[src/rtl/sea_pkg.sv]
package sea_pkg;

	// ----------------------------------------
	// register map
	// ----------------------------------------
	localparam logic [7:0] SEA_OFS_ACCESS    = 8'hBC;
	localparam logic [7:0] SEA_OFS_IRQ_STAT  = 8'hD0;
	localparam logic [7:0] SEA_OFS_IRQ_MASK  = 8'hD4;

	// ----------------------------------------
	// access word layout and reset
	// ----------------------------------------
	typedef struct packed {
		logic [15:0] data;
		logic [6:0]  addr;
		logic        rsvd;
		logic [1:0]  rate;
		logic        al_dis;
		logic        al_status;
		logic        al_success;
		logic        err;
		logic        cmd;
		logic        start;
	} sea_access_t;

	localparam sea_access_t SEA_ACCESS_RST = 32'h0000_0060;

	// ----------------------------------------
	// clock rates
	// ----------------------------------------
	localparam logic [1:0] SEA_RATE_TEST  = 2'h3;
	localparam int         SEA_DIV_NORMAL = 1024;
	localparam int         SEA_DIV_TEST   = 4;
	localparam int         SEA_PHASES     = 4;

	// ----------------------------------------
	// events and autoload
	// ----------------------------------------
	localparam int         SEA_EV_W    = 3;
	localparam int         SEA_EV_DONE = 0;
	localparam int         SEA_EV_ERR  = 1;
	localparam int         SEA_EV_AL   = 2;
	localparam logic [6:0] SEA_AL_BASE = 7'h00;

	typedef struct packed {
		logic [7:0]  addr;
		logic [31:0] wdata;
		logic        wr;
		logic        rd;
	} sea_bus_t;

	typedef enum logic [2:0] {SEA_IDLE, SEA_START, SEA_BYTE, SEA_ACK, SEA_STOP} sea_state_t;

endpackage

[src/rtl/sea_eeprom_port.sv]
// The strobed register port was chosen for this implementation.
`timescale 1ns/100ps
module sea_eeprom_port #(
	parameter int CLK_DIV = sea_pkg::SEA_DIV_NORMAL
) (
	// clock and reset
	input  wire logic             clock,
	input  wire logic             arst_n,
	// register port
	input  wire sea_pkg::sea_bus_t bus,
	output logic [31:0]           rdata,
	output logic                  irq,
	// memory pins
	output logic                  ee_scl,
	input  wire logic             ee_sda_in,
	output logic                  ee_sda_out,
	output logic                  ee_sda_oe,
	// fundamental reset pin and autoload targets
	input  wire logic             fundamental_reset_input_n,
	output logic [15:0]           subsystem_vendor_ident,
	output logic [15:0]           subsystem_device_ident
);
	import sea_pkg::*;

	// ----------------------------------------
	// pin synchronisers
	// ----------------------------------------
	logic sda_m_q, sda_s_q, fr_m_q, fr_s_q, fr_prev_q;

	always_ff @(posedge clock or negedge arst_n) begin
		if (!arst_n) begin
			sda_m_q   <= 1'b1;
			sda_s_q   <= 1'b1;
			// idle level of the pin, so no false release edge follows reset
			fr_m_q    <= 1'b1;
			fr_s_q    <= 1'b1;
			fr_prev_q <= 1'b1;
		end else begin
			sda_m_q   <= ee_sda_in;
			sda_s_q   <= sda_m_q;
			fr_m_q    <= fundamental_reset_input_n;
			fr_s_q    <= fr_m_q;
			fr_prev_q <= fr_s_q;
		end
	end

	// ----------------------------------------
	// state declarations
	// ----------------------------------------
	sea_state_t  st_q, st_d;
	logic [1:0]  ph_q, ph_d, byte_q, byte_d;
	logic [2:0]  bit_q, bit_d;
	logic [7:0]  sh_q, sh_d;
	logic [15:0] rx_q, rx_d;
	logic        nak_q, nak_d, auto_q, auto_d, rd_q, rd_d;
	logic        scl_q, scl_d, pull_q, pull_d, fin;
	logic [11:0] cnt_q, cnt_d, qlim;
	logic        busy, tick;
	sea_access_t ctrl_q, ctrl_d;
	logic        al_pend_q, al_pend_d, al_idx_q, al_idx_d;
	logic [15:0] svid_q, svid_d, sdid_q, sdid_d;
	logic [SEA_EV_W-1:0] stat_q, stat_d, mask_q, mask_d, ev;
	logic [31:0] rdata_q, rdata_d;
	logic        irq_q, irq_d;

	// ----------------------------------------
	// memory clock divider
	// ----------------------------------------
	// reserved rate codes fall back to the normal divide
	always_comb begin
		busy  = (st_q != SEA_IDLE);
		qlim  = (ctrl_q.rate == SEA_RATE_TEST)
			? 12'(SEA_DIV_TEST / SEA_PHASES - 1)
			: 12'(CLK_DIV / SEA_PHASES - 1);
		tick  = busy && (cnt_q == qlim);
		cnt_d = (!busy || tick) ? 12'h000 : cnt_q + 12'h001;
	end

	always_ff @(posedge clock or negedge arst_n) begin
		if (!arst_n)
			cnt_q <= 12'h000;
		else
			cnt_q <= cnt_d;
	end

	// ----------------------------------------
	// serial engine
	// ----------------------------------------
	// each bit spans four quarter phases; scl high in the middle two
	always_comb begin
		st_d   = st_q;
		ph_d   = ph_q;
		bit_d  = bit_q;
		byte_d = byte_q;
		sh_d   = sh_q;
		rx_d   = rx_q;
		nak_d  = nak_q;
		auto_d = auto_q;
		rd_d   = rd_q;
		fin    = 1'b0;
		case (st_q)
			SEA_IDLE: begin
				if (al_pend_q || ctrl_q.start) begin
					st_d   = SEA_START;
					ph_d   = 2'h0;
					nak_d  = 1'b0;
					auto_d = al_pend_q;
					rd_d   = al_pend_q | ~ctrl_q.cmd;
					sh_d   = al_pend_q ? {SEA_AL_BASE + {6'h00, al_idx_q}, 1'b1}
						: {ctrl_q.addr, ~ctrl_q.cmd};
				end
			end
			default: begin
				if (tick) begin
					ph_d = ph_q + 2'h1;
					if (ph_q == 2'h2) begin
						if (st_q == SEA_BYTE && rd_q && byte_q != 2'h0)
							sh_d = {sh_q[6:0], sda_s_q};
						if (st_q == SEA_ACK && (byte_q == 2'h0 || !rd_q) && sda_s_q)
							nak_d = 1'b1;
					end
					if (ph_q == 2'h3) begin
						case (st_q)
							SEA_START: begin
								st_d   = SEA_BYTE;
								bit_d  = 3'h0;
								byte_d = 2'h0;
							end
							SEA_BYTE: begin
								if (bit_q == 3'h7) begin
									st_d = SEA_ACK;
									if (rd_q && byte_q != 2'h0)
										rx_d = {rx_q[7:0], sh_q};
								end else begin
									bit_d = bit_q + 3'h1;
									if (!(rd_q && byte_q != 2'h0))
										sh_d = {sh_q[6:0], 1'b1};
								end
							end
							SEA_ACK: begin
								bit_d = 3'h0;
								// a missing acknowledge aborts the frame at once
								if (nak_q || byte_q == 2'h2) begin
									st_d = SEA_STOP;
								end else begin
									byte_d = byte_q + 2'h1;
									st_d   = SEA_BYTE;
									sh_d   = rd_q ? 8'hFF : (byte_q == 2'h0 ?
										ctrl_q.data[15:8] : ctrl_q.data[7:0]);
								end
							end
							default: begin
								st_d = SEA_IDLE;
								fin  = 1'b1;
							end
						endcase
					end
				end
			end
		endcase
		case (st_q)
			SEA_START: begin
				scl_d  = (ph_q != 2'h3);
				pull_d = ph_q[1];
			end
			SEA_BYTE: begin
				scl_d  = ph_q[0] ^ ph_q[1];
				pull_d = !(rd_q && byte_q != 2'h0) && !sh_q[7];
			end
			SEA_ACK: begin
				scl_d  = ph_q[0] ^ ph_q[1];
				pull_d = rd_q && byte_q == 2'h1;
			end
			SEA_STOP: begin
				scl_d  = (ph_q != 2'h0);
				pull_d = ~ph_q[1];
			end
			default: begin
				scl_d  = 1'b1;
				pull_d = 1'b0;
			end
		endcase
	end

	always_ff @(posedge clock or negedge arst_n) begin
		if (!arst_n) begin
			st_q   <= SEA_IDLE;
			ph_q   <= 2'h0;
			bit_q  <= 3'h0;
			byte_q <= 2'h0;
			sh_q   <= 8'hFF;
			rx_q   <= 16'h0000;
			nak_q  <= 1'b0;
			auto_q <= 1'b0;
			rd_q   <= 1'b0;
			scl_q  <= 1'b1;
			pull_q <= 1'b0;
		end else begin
			st_q   <= st_d;
			ph_q   <= ph_d;
			bit_q  <= bit_d;
			byte_q <= byte_d;
			sh_q   <= sh_d;
			rx_q   <= rx_d;
			nak_q  <= nak_d;
			auto_q <= auto_d;
			rd_q   <= rd_d;
			scl_q  <= scl_d;
			pull_q <= pull_d;
		end
	end

	// ----------------------------------------
	// registers, autoload and interrupt
	// ----------------------------------------
	always_comb begin
		ctrl_d    = ctrl_q;
		al_pend_d = al_pend_q;
		al_idx_d  = al_idx_q;
		svid_d    = svid_q;
		sdid_d    = sdid_q;
		mask_d    = mask_q;
		ev        = '0;
		// the word is locked while a cycle is pending to keep its fields stable
		if (bus.wr && bus.addr == SEA_OFS_ACCESS && !busy && !ctrl_q.start
			&& !al_pend_q) begin
			ctrl_d.start  = bus.wdata[0];
			ctrl_d.cmd    = bus.wdata[1];
			ctrl_d.al_dis = bus.wdata[5];
			ctrl_d.rate   = bus.wdata[7:6];
			ctrl_d.addr   = bus.wdata[15:9];
			ctrl_d.data   = bus.wdata[31:16];
		end
		if (bus.wr && bus.addr == SEA_OFS_IRQ_MASK)
			mask_d = bus.wdata[SEA_EV_W-1:0];
		if (bus.rd && bus.addr == SEA_OFS_ACCESS)
			ctrl_d.al_success = 1'b0;
		if (fr_s_q && !fr_prev_q && !ctrl_q.al_dis) begin
			al_pend_d          = 1'b1;
			al_idx_d           = 1'b0;
			ctrl_d.al_status   = 1'b0;
			ctrl_d.al_success  = 1'b0;
		end
		if (fin) begin
			if (auto_q) begin
				if (nak_q) begin
					al_pend_d        = 1'b0;
					ctrl_d.al_status = 1'b0;
					ev[SEA_EV_AL]    = 1'b1;
				end else begin
					if (al_idx_q)
						sdid_d = rx_q;
					else
						svid_d = rx_q;
					al_idx_d = 1'b1;
					if (al_idx_q) begin
						al_pend_d         = 1'b0;
						ctrl_d.al_status  = 1'b1;
						ctrl_d.al_success = 1'b1;
						ev[SEA_EV_AL]     = 1'b1;
					end
				end
			end else begin
				ctrl_d.start = 1'b0;
				ctrl_d.err   = nak_q;
				if (rd_q && !nak_q)
					ctrl_d.data = rx_q;
				ev[SEA_EV_DONE] = 1'b1;
				ev[SEA_EV_ERR]  = nak_q;
			end
		end
		// a new event wins over a clear in the same cycle
		stat_d = stat_q;
		if (bus.wr && bus.addr == SEA_OFS_IRQ_STAT)
			stat_d = stat_q & ~bus.wdata[SEA_EV_W-1:0];
		stat_d = stat_d | ev;
		irq_d  = |(stat_d & mask_d);
		case (bus.addr)
			SEA_OFS_ACCESS:   rdata_d = ctrl_q;
			SEA_OFS_IRQ_STAT: rdata_d = {29'h0000_0000, stat_q};
			SEA_OFS_IRQ_MASK: rdata_d = {29'h0000_0000, mask_q};
			default:          rdata_d = 32'h0000_0000;
		endcase
		if (!bus.rd)
			rdata_d = 32'h0000_0000;
	end

	always_ff @(posedge clock or negedge arst_n) begin
		if (!arst_n) begin
			ctrl_q    <= SEA_ACCESS_RST;
			al_pend_q <= 1'b0;
			al_idx_q  <= 1'b0;
			svid_q    <= 16'h0000;
			sdid_q    <= 16'h0000;
			stat_q    <= '0;
			mask_q    <= '0;
			rdata_q   <= 32'h0000_0000;
			irq_q     <= 1'b0;
		end else begin
			ctrl_q    <= ctrl_d;
			al_pend_q <= al_pend_d;
			al_idx_q  <= al_idx_d;
			svid_q    <= svid_d;
			sdid_q    <= sdid_d;
			stat_q    <= stat_d;
			mask_q    <= mask_d;
			rdata_q   <= rdata_d;
			irq_q     <= irq_d;
		end
	end

	// ----------------------------------------
	// outputs
	// ----------------------------------------
	// open drain: the data line is only ever pulled low
	logic sda0_q;

	always_ff @(posedge clock or negedge arst_n) begin
		if (!arst_n)
			sda0_q <= 1'b0;
		else
			sda0_q <= 1'b0;
	end

	assign rdata                  = rdata_q;
	assign irq                    = irq_q;
	assign ee_scl                 = scl_q;
	assign ee_sda_out             = sda0_q;
	assign ee_sda_oe              = pull_q;
	assign subsystem_vendor_ident = svid_q;
	assign subsystem_device_ident = sdid_q;

endmodule // sea_eeprom_port

[config.mk]
export PLATFORM = sky130hd
export DESIGN_NAME = sea_eeprom_port
export DESIGN_NICKNAME = d
export VERILOG_FILES = /design/src/rtl/sea_pkg.sv /design/src/rtl/sea_eeprom_port.sv
export SDC_FILE = /design/constraint.sdc
export NUM_CORES = 1
export LEC_CHECK = 0
export BUFFER_PORTS_ARGS = -buffer_cell sky130_fd_sc_hd__buf_2
export CORE_MARGIN = 2
export CORE_UTILIZATION = 40
export CTS_BUF_LIST = sky130_fd_sc_hd__clkbuf_4
export DETAILED_ROUTE_END_ITERATION = 16
export HOLD_SLACK_MARGIN = 0.03
export PLACE_DENSITY = 0.66
export SLEW_MARGIN = 20
export SYNTH_ARGS = -nofsm -noshare
export SYNTH_HDL_FRONTEND = slang
export SYNTH_SLANG_ARGS = --single-unit
[constraint.sdc]
create_clock -name clock -period 7.9 [get_ports clock]
set_input_delay 1.975 -clock clock [delete_from_list [all_inputs] [get_ports clock]]
set_output_delay 1.975 -clock clock [all_outputs]
set_load 0.01 [all_outputs]
==> flow_summary.toml, run 1 <==
[run_status]
status = "finished clean"

[logic_synthesis]
synth-edff-count = 0
ys_ff_latch = 159
ys_seq_area_frac = 0.563
syn_avg_cell_area_sq_um = 12.1
synth_adder_area_share = 0.0158
muxShareOfSynthArea = 0.156
synth-simple-area-share = 0.129
syn_inst = 586
synthXorXnorAreaFrac = 0.0123
synth_async_sr_flop_share = 1.00
synth_warnings = 0
synth.distinct_cells = 64
synth_top_family_by_area = "multiplexers"
synth_compound_area_frac = 0.0995
syn_area_sq_um = 7110
ys.flop_type = "dfrtp_1"

[timing]
fin_skew_ns = 0.0148
period_needed_ns = 3.50
slew_headroom = 0.391
finalHoldViolCount = 0
finalMaxSlewViolations = 0
setup_violations = 0
max_freq_ghz = 0.286
fin_hold_ws_ns = 0.365
rsz0062_at_grt = "no"
tightest_slew_ns = 0.913
post-route-period-util = 0.443
setup_tns_ns = 0

[worst_setup_path]
crit_path_cell_trace = "buf_2 > nor4bb_1 > nand2_1 > nor2_1 > buf_4 > and2_1"
required_ns = 8.40
rr_worst_depth = 5
timing.rr.end = "rx_q[0]$_DFFE_PN0P_"
path_class = "input pin to flop"
worstPathBufferInverterCount = 2
critPathMaxFanout = 19
worst_ep_arrival_time_ns = 4.01
critPathCaptureType = "flop"
regToRegSetupSlack_ns = 4.62
cp_slowest_cell = "nor2_1"
crit_path_max_incr_delay_ns = 0.68
start_kind = "input pin"
critPathTopFamily = "simple AND/OR/NAND/NOR gates"
r2r_start = "cnt_q[8]$_DFF_PN0_"

[final_layout]
final_common_cell = "dfrtp_1"
layout_common_cells = "dfrtp_1, buf_2, mux2_2, nor2_1, mux2i_1"
nets = 748
multiInputGateArea_sq_um = 2970
final_area_sq_um = 8150
area_delta_synth_final_pct = 14.7
final_cell_count_no_fill = 932
seqCellArea_sq_um = 4000
layout-drive-gt1-share = 0.333
fill_cells = 1610
fin_util = 0.470

[placed_design]
gp_congestion = 0.824
io_buffers = 108
placedCellCount = 899
place_area_sq_um = 7850
dpl.hpwl_um = 11200

[min_path]
hold_depth = 0
hold_start = "sda_m_q$_DFF_PN1_"
hold_end = "sda_s_q$_DFF_PN1_"
hp-class = "flop to flop"

[job]
cap_violations = 0

[cts]
h-tree-depth = 4
ctsHoldBuffers = 0
path_clk_slew_ns = 0.12
clock_path_buffers = 2
post_cts_buffers = 0
cts_tree = "done"
cts_buffers = 17
clock-sinks = 159
cts_resized = 0
clock_latency_ns = 0.56
clock_tree.root_cell = "clkbuf_4"

[die]
die_x_um = 137
initial_core_util = 0.409
core-area_sq_um = 17400
rows = 48
ios = 114
die_h_um = 137
die-area_sq_um = 18800

[power]
power.leakage_nw = 3.92
power-per-cell-area_nw_per_um2 = 181
vdd_drop_max_v = 0.000100

[global_routing]
antenna_found_initial = 2
grt.total_usage = 0.182
grt_pass1_vias = 5129
grt_pass1_wl_um = 26300
grt_max_degree = 91
overflow = 0

[drt]
drt-pass1-iter-count = 4
via_per_inst = 5.27
vias = 4912
drt_iter0_drc = 269
ant_nets = 0
wl_per_cell_um = 17.1
drc = 0
drt_wl_total_um = 15900
==> registers in the layout, summed over array words and instances, names as in the netlist, 8 cells and up <==
register,flops
sh_q,8
ctrl_q,31
subsystem_device_ident,16
subsystem_vendor_ident,16
rx_q,16
rdata,31
cnt_q,12
==> synth_stat cells (3+ instances only) <==
| cell | number | area share |
|---|---|---|
| dfrtp_1 | 143 | 0.50 |
| mux2_2 | 53 | 0.084 |
| nor2_1 | 46 | 0.024 |
| mux2i_1 | 36 | 0.051 |
| nand2_1 | 33 | 0.017 |
| and2_1 | 30 | 0.026 |
| a21oi_1 | 22 | 0.015 |
| o21ai_0 | 20 | 0.014 |
| clkbuf_1 | 17 | 0.0090 |
| dfstp_2 | 16 | 0.059 |
| nor2b_1 | 13 | 0.011 |
| mux2_4 | 10 | 0.021 |
| nand3_1 | 10 | 0.0070 |
| ha_1 | 9 | 0.016 |
| a211oi_1 | 8 | 0.0085 |
| inv_1 | 8 | 0.0042 |
| a221o_1 | 7 | 0.0099 |
| a2bb2oi_1 | 7 | 0.0086 |
| nand2b_1 | 7 | 0.0062 |
| o22ai_1 | 7 | 0.0062 |
| xnor2_1 | 5 | 0.0062 |
| xor2_1 | 5 | 0.0062 |
| nand4_1 | 4 | 0.0035 |
| o211ai_1 | 4 | 0.0042 |
| a21o_1 | 3 | 0.0032 |
| and3_1 | 3 | 0.0026 |
| buf_2 | 3 | 0.0021 |
| buf_4 | 3 | 0.0032 |
| nor4_1 | 3 | 0.0026 |
| o31a_1 | 3 | 0.0037 |
==> area by class of cell <==
| type | count | area share |
|---|---|---|
| repair buffers | 114 | 0.0731 |
| clock buffers | 20 | 0.0184 |
| multi-input cells | 393 | 0.365 |
| well taps | 225 | 0.0345 |
| inverters | 8 | 0.00368 |
| flip-flops and latches | 159 | 0.490 |
| diodes | 2 | 0.000614 |
| clock inverters | 11 | 0.0144 |
==> metrics by stage <==
step                      power [mW]  setup WS, ns
final                           1.47          4.40
after global routing            1.54          4.21
after floorplan                0.954          4.15
after CTS                       1.48          4.44
after detailed placement        1.01          3.82
after global placement          1.00          3.83
==> logic make-up (layout without fill, tap and decap cells) <==
family / Yosys count / after routing
AND/OR/NAND/NOR: 171 / 171
flip-flops: 159 / 159
AO/OA/AOI/OAI: 102 / 102
multiplexers: 99 / 99
buffers and inverters: 35 / 153
XOR/XNOR: 10 / 10
adder cells (fa/ha/maj): 9 / 9
other: 1 / 4
==> routing by layer <==
metal,up-vias,part of all wire,track usage
li1,2315,-,-
met1,2425,0.45,0.239
met2,145,0.47,0.279
met3,25,0.065,0.0559
met4,2,0.018,0.0739
met5,-,0.00069,0
==> worst max path at each step <==
stage                  from              endpoint  slack, ns  cells past startpoint
floorplan           bus[35]  ctrl_q[24]$_DFF_PN0_       4.15                      7
global placement    bus[35]   rdata[17]$_DFF_PN0_       3.83                      6
detailed placement  bus[35]   rdata[25]$_DFF_PN0_       3.82                      6
CTS                 bus[35]   rdata[13]$_DFF_PN0_       4.44                      6
global route        bus[35]   rdata[14]$_DFF_PN0_       4.21                      6
finish              bus[35]   rdata[17]$_DFF_PN0_       4.40                      6
==> power breakdown <==
group          internal [mW]  switching (mW)  total [mW]
combinational         0.0504          0.0722       0.123
sequential             0.842          0.0328       0.875
clock                  0.194           0.280       0.475
Power figures use the tool's default switching activity.
==> run 2, diff against run 1 <==
Settings changed: ABC_AREA set to 1, PLACE_DENSITY 0.66 to 0.68.
Clock period 7.9 ns to 3.11 ns, I/O delays scaled along.
==> run 2 against run 1 <==
Count of clock-buffer cells in the layout increased by 1; largest cell class unchanged; synthesized cell count increased by 56%; via count increased by 23%; wire length increased by 8.8%; worst setup slack got worse by 3.7 ns; critical path depth increased by 2.
==> flow_summary.toml, run 2 <==
[run_status]
status = "finished clean"

[timing]
finalHoldViolCount = 0
max_freq_ghz = 0.415
period_needed_ns = 2.41
tightest_slew_ns = 0.683
setup_tns_ns = 0
slew_headroom = 0.544
rsz0062_at_grt = "no"
finalMaxSlewViolations = 0
fin_hold_ws_ns = 0.184
post-route-period-util = 0.775
fin_skew_ns = 0.0193
setup_violations = 0

[cts]
path_clk_slew_ns = 0.13
cts_resized = 0
ctsHoldBuffers = 0
clock-sinks = 159
cts_buffers = 17
cts_tree = "done"
post_cts_buffers = 0
clock_path_buffers = 2
clock_latency_ns = 0.58
h-tree-depth = 4
clock_tree.root_cell = "clkbuf_4"

[logic_synthesis]
synth.area.top_cells = "dfrtp_1, nand2_1, inv_1"
syn_area_sq_um = 7540
yosysTopAreaCell = "dfrtp_1"
synth-edff-count = 0
ys_seq_area_frac = 0.530
synth_top_area_share = 0.474
syn_inst = 914
synth_warnings = 0
yosysMostFrequentCell = "nand2_1"
syn_avg_cell_area_sq_um = 8.25
yosys-top-cells-count = "nand2_1, inv_1, dfrtp_1"
synth.distinct_cells = 43
synth_async_sr_flop_share = 1.00
ys.flop_type = "dfrtp_1"
ys_ff_latch = 159

[die]
die_x_um = 141
die_h_um = 141
initial_core_util = 0.406
ios = 114
die-area_sq_um = 20000
rows = 50
core-area_sq_um = 18600

[drt]
drc = 0
vias = 6046
drt-pass1-iter-count = 5
via_per_inst = 4.78
drt_wl_total_um = 17300
ant_nets = 0
drt_iter0_drc = 407
wl_per_cell_um = 13.7

[final_layout]
layout_common_cells = "nand2_1, inv_1, dfrtp_1, buf_2, nor2_1"
final_cell_count_no_fill = 1266
final_common_cell = "nand2_1"
area_delta_synth_final_pct = 13.9
nets = 1073
layout-drive-gt1-share = 0.192
final_area_sq_um = 8590

[placed_design]
place_area_sq_um = 8260
io_buffers = 108
gp_congestion = 0.927
placedCellCount = 1233
dpl.hpwl_um = 12600

[global_routing]
grt_pass1_vias = 5694
grt.total_usage = 0.182
grt_max_degree = 65
grt_pass1_wl_um = 28700
overflow = 0
antenna_found_initial = 1

[power]
power-per-cell-area_nw_per_um2 = 663
vdd_drop_max_v = 0.000305
total_power_mw = 5.70
power.leakage_nw = 4.76

[min_path]
hp-class = "input pin to async pin"

[worst_setup_path]
critPathMaxFanout = 32
worst_ep_arrival_time_ns = 2.88
required_ns = 3.58
start_kind = "flop"
rr_worst_depth = 8
path_class = "flop to flop"
r2r_start = "st_q[2]$_DFFE_PN0P_"
critPathCaptureType = "flop"
timing.rr.end = "subsystem_device_ident[6]$_DFFE_PN0P_"
crit_path_start = "st_q[2]$_DFFE_PN0P_"
regToRegSetupSlack_ns = 0.70

[job]
cap_violations = 0
==> run 2: cell types whose count changed after synthesis, moves of 13 or more <==
cell,change
o21ai_1,+31
inv_1,+140
o21ai_0,+45
mux2i_1,-36
nand3_1,+24
and2_1,-30
nand4_1,+19
nand2_1,+186
nor2b_1,-13
nor2_1,+52
mux2_2,-53
==> run 2: how the worst max path moves through the flow <==
stage	slack [ns]	endpoint
floorplan	1.18	rdata[21]$_DFF_PN0_
global placement	0.73	ctrl_q[0]$_DFF_PN0_
detailed placement	0.71	subsystem_device_ident[6]$_DFFE_PN0P_
CTS	0.69	subsystem_device_ident[6]$_DFFE_PN0P_
global route	0.46	st_q[2]$_DFFE_PN0P_
finish	0.70	subsystem_device_ident[6]$_DFFE_PN0P_
==> run 2: final cells by class <==
type                       count  area (sq um)
fill                        1823          9990
sequential                   159          4000
multi-input combinational    570          2760
timing repair buffer         116           632
inverter                     154           578
tap                          234           293
clock inverter                11           166
clock buffer                  21           158
antenna                        1          2.50
==> run 2: cell families after synthesis <==
| group | after synthesis | share of synthesized area |
|---|---|---|
| buffers and inverters | 186 | 0.104 |
| xor gates and xnor gates | 5 | 0.00581 |
| and+or+nand+nor | 408 | 0.241 |
| other | 1 | 0.000497 |
| adders and majority gates | 9 | 0.0149 |
| AOI/OAI and AO/OA | 146 | 0.104 |
| DFF | 159 | 0.530 |
==> run 2: report_power, final <==
group | switching (mW) | leakage, nW | internal (mW) | total (mW)
clock | 0.725 | 0.169 | 0.670 | 1.39
sequential | 0.229 | 2.07 | 2.34 | 2.57
combinational | 1.20 | 2.53 | 0.529 | 1.73
total | 2.16 | 4.76 | 3.54 | 5.70
==> run 2: worst max-delay path, stage by stage (launching register included) <==
cell     delay (ns)
dfrtp_1        0.53
nor2_4         0.07
inv_2          0.11
nor2_8         0.06
inv_2          0.24
nand4_1        0.19
nor2_4         0.21
nand3_2        0.50
o21ai_0        0.38
==> run 2: routing by layer <==
metal  up-vias  track usage  wire length, um
met5         -            0                0
met3        18       0.0358              834
met2       140        0.285             8000
met1      2819        0.253             8260
met4         0       0.0632              246
li1       3069            -                -
==> run 2: stage by stage <==
step / util / setup slack (ns)
finish: 0.462 / 0.700
global route: 0.462 / 0.463
CTS: 0.462 / 0.689
detailed placement: 0.445 / 0.706
global placement: 0.445 / 0.732
floorplan: - / 1.18
